===== config.mk =====
export PLATFORM = sky130hd
export DESIGN_NAME = nvm_access_ctrl
export DESIGN_NICKNAME = d
export VERILOG_FILES = /design/src/rtl/nvm_access_pkg.sv /design/src/rtl/nvm_access_ctrl.sv
export VERILOG_INCLUDE_DIRS = /design/src /design/src/rtl
export SDC_FILE = /design/constraint.sdc
export NUM_CORES = 2
export LEC_CHECK = 0
export ABC_AREA = 0
export BUFFER_PORTS_ARGS = -buffer_cell sky130_fd_sc_hd__buf_2
export CAP_MARGIN = 20
export CORE_MARGIN = 1.5
export CORE_UTILIZATION = 30
export CTS_CLUSTER_SIZE = 40
export DETAILED_ROUTE_END_ITERATION = 8
export MAX_ROUTING_LAYER = met4
export PLACE_DENSITY = 0.45
export REMOVE_ABC_BUFFERS = 1
export SYNTH_ARGS = -nofsm -noshare
export SYNTH_HDL_FRONTEND = slang
export SYNTH_SLANG_ARGS = --single-unit
export TNS_END_PERCENT = 5

===== constraint.sdc =====
create_clock -name clk_in -period 16.4 [get_ports clk_in]
set_input_delay 0.82 -clock clk_in [delete_from_list [all_inputs] [get_ports clk_in]]
set_output_delay 0.82 -clock clk_in [all_outputs]
set_load 0.005 [all_outputs]

===== src/rtl/nvm_access_defines.svh =====
// What this block does
// - pin or watchdog reset during a write leaves the error flag set
// - byte-wide data store, 8-bit address 00h to FFh, 8-bit data register
// - a data byte write erases the location first, then programs it
// - write length set by an internal self-timer; hardware signals the end
// - config select clear: program select picks data store or flash
// - with config select set, operations target configuration space
// - writes only while write allow is set; write allow clears at power-up
// - error flag set with write start, cleared when the timer ends normally
// - software may set write start but never clear it; hardware clears it
// - write completion sets the write done flag; firmware clears it
// - read start begins a read, write start an erase/write; both self-clear
// - read start ignored while program select is set
// - unlock port has no storage and reads as zero
// - read data appears in the data register next cycle and is held
`ifndef NVM_ACCESS_DEFINES_SVH
`define NVM_ACCESS_DEFINES_SVH

`define OFF_CONTROL 8'h00
`define OFF_UNLOCK 8'h04
`define OFF_DATA 8'h08
`define OFF_ADDR 8'h0C
`define OFF_CORE_IRQ 8'h10
`define OFF_PRIO_TWO 8'h14
`define OFF_ENABLE_TWO 8'h18
`define OFF_FLAG_TWO 8'h1C
`define OFF_TABLE_LATCH 8'h20
`define OFF_PTR_LOW 8'h24
`define OFF_PTR_HIGH 8'h28
`define OFF_PTR_UPPER 8'h2C
`define OFF_IRQ_STATUS 8'h30
`define OFF_IRQ_MASK 8'h34

`define CTL_PROG_SEL 7
`define CTL_CFG_SEL 6
`define CTL_ROW_ERASE 4
`define CTL_WR_ERR 3
`define CTL_WR_ALLOW 2
`define CTL_WR_START 1
`define CTL_RD_START 0

`define CORE_GLOBAL_EN 7
`define CORE_PERIPH_EN 6
`define IRQ2_WRITE_DONE 4
`define IRQ2_IMPL_MASK 8'hFA
`define PTR_UPPER_MASK 8'h3F

`define STAT_WRITE_DONE 0
`define STAT_WRITE_REJECT 1

`define UNLOCK_KEY_FIRST 8'h55
`define UNLOCK_KEY_SECOND 8'hAA
`define ERASED_BYTE 8'hFF
`define REG_RESET 8'h00

`define CLK_PERIOD_NS 5
`define ERASE_TIME_NS 1000
`define PROG_TIME_NS 1000
`define ERASE_CYCLES ((`ERASE_TIME_NS + `CLK_PERIOD_NS - 1) / `CLK_PERIOD_NS)
`define PROG_CYCLES ((`PROG_TIME_NS + `CLK_PERIOD_NS - 1) / `CLK_PERIOD_NS)

`endif


===== src/rtl/nvm_access_pkg.sv =====
package nvm_access_pkg;
   typedef enum logic [1:0] {op_idle, op_erase, op_program} op_state_e;
   typedef enum logic [1:0] {ul_idle, ul_first, ul_armed} unlock_state_e;
endpackage


===== src/rtl/nvm_access_ctrl.sv =====
`timescale 1ns/100ps
`include "nvm_access_defines.svh"
module nvm_access_ctrl import nvm_access_pkg::*; (
   input wire logic clk_in,
   input wire logic arst_n_in,
   input wire logic por_n_in,
   input wire logic ce_in,
   input wire logic psel_in,
   input wire logic penable_in,
   input wire logic pwrite_in,
   input wire logic [7:0] paddr_in,
   input wire logic [31:0] pwdata_in,
   output logic [31:0] prdata_out,
   output logic pready_out,
   output logic pslverr_out,
   output logic irq_out,
   output logic irq_high_out,
   output logic irq_low_out,
   output logic cpu_stall_out,
   output logic prog_wr_out,
   output logic prog_erase_out,
   output logic prog_cfg_out,
   output logic [21:0] prog_addr_out,
   output logic [7:0] prog_data_out
);

   logic rst_n;
   logic acc, wr_acc, rd_setup, mapped;
   logic [7:0] wbyte, rbyte;
   logic sel_ctl, sel_unlock, sel_data, sel_addr, sel_core, sel_prio;
   logic sel_en2, sel_flag2, sel_tlat, sel_plow, sel_phigh, sel_pup;
   logic sel_stat, sel_mask;
   logic prog_sel_reg, cfg_sel_reg, row_erase_reg, wr_err_reg;
   logic wr_allow_reg, wr_start_reg, rd_start_reg;
   logic [7:0] data_reg, addr_reg, core_reg, prio_reg, en2_reg, flag2_reg;
   logic [7:0] tlat_reg, plow_reg, phigh_reg, pup_reg;
   logic [1:0] stat_reg, mask_reg;
   logic [31:0] prdata_reg;
   logic [7:0] mem [0:255];
   logic [7:0] rd_byte;
   unlock_state_e ul_state;
   op_state_e op_state;
   logic [15:0] timer_reg;
   logic [7:0] op_addr_reg, op_data_reg;
   logic op_data_space_reg;
   logic stall_reg, pwr_reg, perase_reg, pcfg_reg;
   logic [21:0] paddr_reg;
   logic [7:0] pdata_reg;
   logic wr_req, wr_go, wr_bad, rd_go, done, go_data, key_first, key_second;
   logic [1:0] events;
   logic write_done_cond;

   assign rst_n = arst_n_in & por_n_in;
   assign pready_out = ce_in;
   assign acc = psel_in & penable_in & ce_in;
   assign wr_acc = acc & pwrite_in;
   assign rd_setup = psel_in & ~penable_in & ~pwrite_in & ce_in;
   assign wbyte = pwdata_in[7:0];

   assign sel_ctl = paddr_in == `OFF_CONTROL;
   assign sel_unlock = paddr_in == `OFF_UNLOCK;
   assign sel_data = paddr_in == `OFF_DATA;
   assign sel_addr = paddr_in == `OFF_ADDR;
   assign sel_core = paddr_in == `OFF_CORE_IRQ;
   assign sel_prio = paddr_in == `OFF_PRIO_TWO;
   assign sel_en2 = paddr_in == `OFF_ENABLE_TWO;
   assign sel_flag2 = paddr_in == `OFF_FLAG_TWO;
   assign sel_tlat = paddr_in == `OFF_TABLE_LATCH;
   assign sel_plow = paddr_in == `OFF_PTR_LOW;
   assign sel_phigh = paddr_in == `OFF_PTR_HIGH;
   assign sel_pup = paddr_in == `OFF_PTR_UPPER;
   assign sel_stat = paddr_in == `OFF_IRQ_STATUS;
   assign sel_mask = paddr_in == `OFF_IRQ_MASK;
   assign mapped = sel_ctl | sel_unlock | sel_data | sel_addr | sel_core |
                   sel_prio | sel_en2 | sel_flag2 | sel_tlat | sel_plow |
                   sel_phigh | sel_pup | sel_stat | sel_mask;
   assign pslverr_out = psel_in & penable_in & ~mapped;

   // start requests from a control write
   assign wr_req = wr_acc & sel_ctl & wbyte[`CTL_WR_START] &
                   ~wr_start_reg & (op_state == op_idle);
   assign wr_go = wr_req & (ul_state == ul_armed) &
                  wr_allow_reg;
   assign wr_bad = wr_req & ~wr_go;
   assign rd_go = wr_acc & sel_ctl & wbyte[`CTL_RD_START] &
                  ~wbyte[`CTL_PROG_SEL] & ~wbyte[`CTL_CFG_SEL] &
                  (op_state == op_idle);
   assign go_data = ~wbyte[`CTL_CFG_SEL] & ~wbyte[`CTL_PROG_SEL];
   assign done = (op_state == op_program) & (timer_reg == 16'h0000) & ce_in;
   assign events = {wr_bad, done};
   assign rd_byte = mem[addr_reg];
   assign key_first = wr_acc & sel_unlock & (wbyte == `UNLOCK_KEY_FIRST);
   assign key_second = wr_acc & sel_unlock & (wbyte == `UNLOCK_KEY_SECOND);

   // unlock sequencer: keys must arrive in consecutive bus transfers
   always_ff @(posedge clk_in or negedge rst_n) begin
      if (!rst_n) begin
         ul_state <= ul_idle;
      end else if (acc) begin
         case (ul_state)
            ul_idle: ul_state <= key_first ? ul_first : ul_idle;
            ul_first: ul_state <= key_second ? ul_armed :
                                  (key_first ? ul_first : ul_idle);
            ul_armed: ul_state <= key_first ? ul_first : ul_idle;
            default: ul_state <= ul_idle;
         endcase
      end
   end

   // self-timed erase then program for the data store, program only otherwise
   always_ff @(posedge clk_in or negedge rst_n) begin
      if (!rst_n) begin
         op_state <= op_idle;
         timer_reg <= 16'h0000;
         op_addr_reg <= `REG_RESET;
         op_data_reg <= `REG_RESET;
         op_data_space_reg <= 1'b0;
      end else if (ce_in) begin
         case (op_state)
            op_idle: begin
               if (wr_go) begin
                  op_addr_reg <= addr_reg;
                  op_data_reg <= data_reg;
                  op_data_space_reg <= go_data;
                  if (go_data) begin
                     op_state <= op_erase;
                     timer_reg <= 16'(`ERASE_CYCLES - 1);
                  end else begin
                     op_state <= op_program;
                     timer_reg <= 16'(`PROG_CYCLES - 1);
                  end
               end
            end
            op_erase: begin
               if (timer_reg == 16'h0000) begin
                  op_state <= op_program;
                  timer_reg <= 16'(`PROG_CYCLES - 1);
               end else begin
                  timer_reg <= timer_reg - 16'h0001;
               end
            end
            op_program: begin
               if (timer_reg == 16'h0000) begin
                  op_state <= op_idle;
               end else begin
                  timer_reg <= timer_reg - 16'h0001;
               end
            end
            default: op_state <= op_idle;
         endcase
      end
   end

   // data store array, not cleared by reset
   always_ff @(posedge clk_in) begin
      if (ce_in && op_data_space_reg) begin
         if (op_state == op_erase && timer_reg == 16'h0000) begin
            mem[op_addr_reg] <= `ERASED_BYTE;
         end else if (done) begin
            mem[op_addr_reg] <= op_data_reg;
         end
      end
   end

   // control bits
   always_ff @(posedge clk_in or negedge rst_n) begin
      if (!rst_n) begin
         prog_sel_reg <= 1'b0;
         cfg_sel_reg <= 1'b0;
         row_erase_reg <= 1'b0;
         wr_allow_reg <= 1'b0;
         wr_start_reg <= 1'b0;
         rd_start_reg <= 1'b0;
      end else if (ce_in) begin
         if (wr_acc & sel_ctl) begin
            prog_sel_reg <= wbyte[`CTL_PROG_SEL];
            cfg_sel_reg <= wbyte[`CTL_CFG_SEL];
            row_erase_reg <= wbyte[`CTL_ROW_ERASE];
            wr_allow_reg <= wbyte[`CTL_WR_ALLOW];
         end
         if (wr_go) begin
            wr_start_reg <= 1'b1;
         end else if (done) begin
            wr_start_reg <= 1'b0;
         end
         rd_start_reg <= rd_go;
      end
   end

   // error flag survives pin and watchdog resets; of the resets, only power-up clears it
   always_ff @(posedge clk_in or negedge por_n_in) begin
      if (!por_n_in) begin
         wr_err_reg <= 1'b0;
      end else if (ce_in) begin
         if (wr_go | wr_bad) begin
            wr_err_reg <= 1'b1;
         end else if (done) begin
            wr_err_reg <= 1'b0;
         end else if (wr_acc & sel_ctl) begin
            wr_err_reg <= wbyte[`CTL_WR_ERR];
         end
      end
   end

   // data and address registers
   always_ff @(posedge clk_in or negedge rst_n) begin
      if (!rst_n) begin
         data_reg <= `REG_RESET;
         addr_reg <= `REG_RESET;
      end else if (ce_in) begin
         if (rd_start_reg) begin
            data_reg <= rd_byte;
         end else if (wr_acc & sel_data) begin
            data_reg <= wbyte;
         end
         if (wr_acc & sel_addr) begin
            addr_reg <= wbyte;
         end
      end
   end

   // cpu interrupt and table registers
   always_ff @(posedge clk_in or negedge rst_n) begin
      if (!rst_n) begin
         core_reg <= `REG_RESET;
         prio_reg <= `REG_RESET;
         en2_reg <= `REG_RESET;
         flag2_reg <= `REG_RESET;
         tlat_reg <= `REG_RESET;
         plow_reg <= `REG_RESET;
         phigh_reg <= `REG_RESET;
         pup_reg <= `REG_RESET;
      end else if (ce_in) begin
         if (wr_acc & sel_core) core_reg <= wbyte;
         if (wr_acc & sel_prio) prio_reg <= wbyte & `IRQ2_IMPL_MASK;
         if (wr_acc & sel_en2) en2_reg <= wbyte & `IRQ2_IMPL_MASK;
         flag2_reg <= (wr_acc & sel_flag2) ? (wbyte & `IRQ2_IMPL_MASK) :
                      flag2_reg;
         if (done) begin
            flag2_reg[`IRQ2_WRITE_DONE] <= 1'b1;
         end
         if (wr_acc & sel_tlat) tlat_reg <= wbyte;
         if (wr_acc & sel_plow) plow_reg <= wbyte;
         if (wr_acc & sel_phigh) phigh_reg <= wbyte;
         if (wr_acc & sel_pup) pup_reg <= wbyte & `PTR_UPPER_MASK;
      end
   end

   // sticky event status, write one to clear, set wins
   always_ff @(posedge clk_in or negedge rst_n) begin
      if (!rst_n) begin
         stat_reg <= 2'b00;
         mask_reg <= 2'b00;
      end else if (ce_in) begin
         stat_reg <= (stat_reg & ~((wr_acc & sel_stat) ? wbyte[1:0] : 2'b00))
                     | events;
         if (wr_acc & sel_mask) mask_reg <= wbyte[1:0];
      end
   end

   assign irq_out = |(stat_reg & mask_reg);
   assign write_done_cond = flag2_reg[`IRQ2_WRITE_DONE] &
                            en2_reg[`IRQ2_WRITE_DONE];
   assign irq_high_out = write_done_cond & prio_reg[`IRQ2_WRITE_DONE] &
                         core_reg[`CORE_GLOBAL_EN];
   assign irq_low_out = write_done_cond & ~prio_reg[`IRQ2_WRITE_DONE] &
                        core_reg[`CORE_GLOBAL_EN] &
                        core_reg[`CORE_PERIPH_EN];

   // program flash and configuration port
   always_ff @(posedge clk_in or negedge rst_n) begin
      if (!rst_n) begin
         stall_reg <= 1'b0;
         pwr_reg <= 1'b0;
         perase_reg <= 1'b0;
         pcfg_reg <= 1'b0;
         paddr_reg <= 22'h000000;
         pdata_reg <= `REG_RESET;
      end else if (ce_in) begin
         pwr_reg <= wr_go & ~go_data;
         if (wr_go & ~go_data) begin
            stall_reg <= 1'b1;
            perase_reg <= wbyte[`CTL_ROW_ERASE];
            pcfg_reg <= wbyte[`CTL_CFG_SEL];
            paddr_reg <= {pup_reg[5:0], phigh_reg, plow_reg};
            pdata_reg <= tlat_reg;
         end else if (done) begin
            stall_reg <= 1'b0;
         end
      end
   end

   assign cpu_stall_out = stall_reg;
   assign prog_wr_out = pwr_reg;
   assign prog_erase_out = perase_reg;
   assign prog_cfg_out = pcfg_reg;
   assign prog_addr_out = paddr_reg;
   assign prog_data_out = pdata_reg;

   // read data captured in the setup cycle
   always_comb begin
      rbyte = 8'h00;
      case (1'b1)
         sel_ctl: rbyte = {prog_sel_reg, cfg_sel_reg, 1'b0, row_erase_reg,
                           wr_err_reg, wr_allow_reg, wr_start_reg,
                           rd_start_reg};
         sel_unlock: rbyte = 8'h00;
         sel_data: rbyte = data_reg;
         sel_addr: rbyte = addr_reg;
         sel_core: rbyte = core_reg;
         sel_prio: rbyte = prio_reg;
         sel_en2: rbyte = en2_reg;
         sel_flag2: rbyte = flag2_reg;
         sel_tlat: rbyte = tlat_reg;
         sel_plow: rbyte = plow_reg;
         sel_phigh: rbyte = phigh_reg;
         sel_pup: rbyte = pup_reg;
         sel_stat: rbyte = {6'h00, stat_reg};
         sel_mask: rbyte = {6'h00, mask_reg};
         default: rbyte = 8'h00;
      endcase
   end

   always_ff @(posedge clk_in or negedge rst_n) begin
      if (!rst_n) begin
         prdata_reg <= 32'h0000_0000;
      end else if (rd_setup) begin
         prdata_reg <= {24'h000000, rbyte};
      end
   end

   assign prdata_out = prdata_reg;
endmodule


==> metrics.txt <==
DP Wirelength=146000 µm; routed len/inst=28.3 µm; Max Freq=163 MHz; Syn Area/Cell=19.9 µm²; clock skew=55.1 ps; io pins=118; Setup violations, final=0; Clk pwr share=0.448; Worst Tran Pin Value=1280 ps; number of post-CTS setup repair buffers=0; first drt pass iteration count=7; Sequential Power Share=0.536; Post-Syn Area=87200 µm²; Required @ worst endpoint=17150 ps; clock tree buffer depth=4; clk sinks=2210; Simple-Gate Fraction of Synth Area=0.0412; Final Util=0.344; DP Worst Slack=10130 ps; Final ANT Viol Nets=0; Worst Path Arrival=6900 ps; DRC=0; Die H=542 µm; num rows=197; Congestion Overflow GR=0; Final min period=6150 ps; Pwr Total=11.4 mW; Core Box Area=289000 µm²; Static Leak=36.2 nW; top_reg_cell synth=edfxtp_1; Worst Path Max Fanout=36; final instance area=99400 µm²; CP Launch Type=flop; main combinational cell family by area after synthesis=multiplexers; post_cts resized=0; largest net degree at the start of global routing=213; top-area cell type share of the netlist area=0.705; Slew Limit Headroom=0.144; I/O Buffers=69; Clock transition at path regs=60 ps; nets=4582; CTS buffer count=237; post-synthesis adder-cell area fraction=0.000718; synthesis-to-finish area growth=14.0%; via count of the first global-routing pass=44200; Synth Area in Compound Gates=0.0275; area leader, netlist=edfxtp_1; Largest register FFs=2048; CTS HTree Levels=4; clk_lat worst skew=920 ps; final hold vios=0; Setup WS post-layout=10250 ps; vias per cell=5.02; Pins Over Slew Limit=0; Post-DP Area=92000 µm²; DIE AREA=294000 µm²; commonest non-fill, non-tap cell in the layout=edfxtp_1; Setup Crit Path Kind=flop to flop; Post-synth EDFFs=2048; gpl congestion=0.792; Synth area leaders=edfxtp_1, mux4_2, dfrtp_1, mux2_2, nor2_1; R2R depth=10; Peak VDD IR=89.0 µV; Pwr Density=115 nW/µm²; outcome=completed; Root Buffer Master=clkbuf_16; post-synthesis xor/xnor area fraction=0.00100; switching power=2.33 mW; Die X=542 µm; wirelength, routed=243000 µm; Yosys cell types=81; Worst Hold Class=input port to async pin; global-route wire length before repair=344000 µm; initial antenna violation count=13; total track usage=0.168; Starting Density=0.302; CTS tree=done; sequential share of the synthesized area=0.752; unrepaired setup endpoints after global routing=false; Yosys Warn Count=0; DRT iter0 DRCs=4207; most frequent cells in the layout=edfxtp_1, mux4_2, nor2_1; layout cell share with drive strength beyond 1=0.260; Comb pwr share=0.015; hold-fix buffer count after cts=1; Switching Share=0.205; ys async rst share=0.0733; post-synthesis cell count=4379; # fillers=27100; internal power=9.07 mW; total vias in the final route=43100; Worst setup EP type=flop; Final Cycle Share=0.375; #FFs+latches synth=2210; mux cell area share after synthesis=0.160; Max Cap Viol=0
## metrics by stage
| step | hold WS [ps] | cells | setup TNS (ps) |
|---|---|---|---|
| 6_report | 65.0 | 8586 | 0 |
| 5_1_grt | 86.7 | 8582 | 0 |
| 4_1_cts | 35.4 | 8575 | 0 |
| 3_5_place_dp | 482 | 8164 | 0 |
| 3_3_place_gp | 466 | 8159 | 0 |
| 2_1_floorplan | 450 | 4119 | -61450 |
## synth_stat cells (7+ instances only)
cell and number:
buf_6 12, nand2b_1 9, o22ai_1 33, inv_1 16, a31oi_1 16, buf_2 92, dfrtp_1 162, nand3_1 39
nor2_2 11, and3_1 13, edfxtp_1 2048, xnor2_1 9, o21ai_0 60, nor3b_1 15, nand2_1 123, a32oi_1 7
nor2b_1 35, or2_2 17, clkbuf_1 108, nand4_1 18, a22o_1 12, mux2_2 169, a22oi_1 66, nor2_1 327
a21oi_1 81, buf_4 43, nor3_1 40, mux2i_1 94, buf_1 26, mux4_2 495, o211ai_1 12, nand2_2 10
a211oi_1 12, a221oi_1 18, o31ai_1 9, nor4_1 23
## worst max-delay path: stages (launching register included)
cell      delay (ps)
dfrtp_4          810
buf_4            660
buf_4            660
buf_4            700
mux4_2           620
a22oi_1          440
o211ai_1         190
nor4_1           740
o21ai_0          510
nand4_1          400
nand2_1           80
## power by group through the flow
stage                     logic [mW]  clock network (mW)  registers [mW]
after floorplan                0.116                   0            6.23
after global routing           0.195                5.44            6.12
final                          0.176                5.11            6.12
after detailed placement       0.177                   0            6.23
after global placement         0.177                   0            6.23
after CTS                      0.178                5.23            6.12
## path summary, 6_finish.rpt
check                                  to           from  slack [ps]
max                           data_reg[0]    addr_reg[0]       10250
min                         timer_reg[11]      arst_n_in          70
max reg2reg                   data_reg[0]    addr_reg[0]       10250
min reg2reg                 cpu_stall_out  cpu_stall_out         480
max in group asynchronous      en2_reg[1]       por_n_in       14280
min in group clk_in        prog_erase_out   pwdata_in[4]         300
## routing by layer
layer  GRT usage  wire (µm)
met1       0.235     112000
met2       0.261     115000
met3      0.0233      11600
met4      0.0349       4680
met5           -          0
## layout make-up
cell class,instances,area (µm²),share of cell area
antenna,5,12.5,0.000126
clock buffer,298,6240,0.0628
clock inverter,112,966,0.00972
inverter,16,60.1,0.000604
multi-input combinational,1893,20300,0.205
sequential,2210,65600,0.660
tap,3880,4850,0.0489
timing repair buffer,172,1330,0.0134
## cells by family (layout without fill, tap and decap cells)
kind of cell / Yosys count / after routing
other: 1 / 29
DFF: 2210 / 2210
buffers and inverters: 299 / 598
xor gates and xnor gates: 10 / 10
adders and majority gates: 5 / 5
muxes: 758 / 758
and+or+nand+nor: 733 / 733
AOI/OAI and AO/OA: 363 / 363
Power figures use the tool's default switching activity.
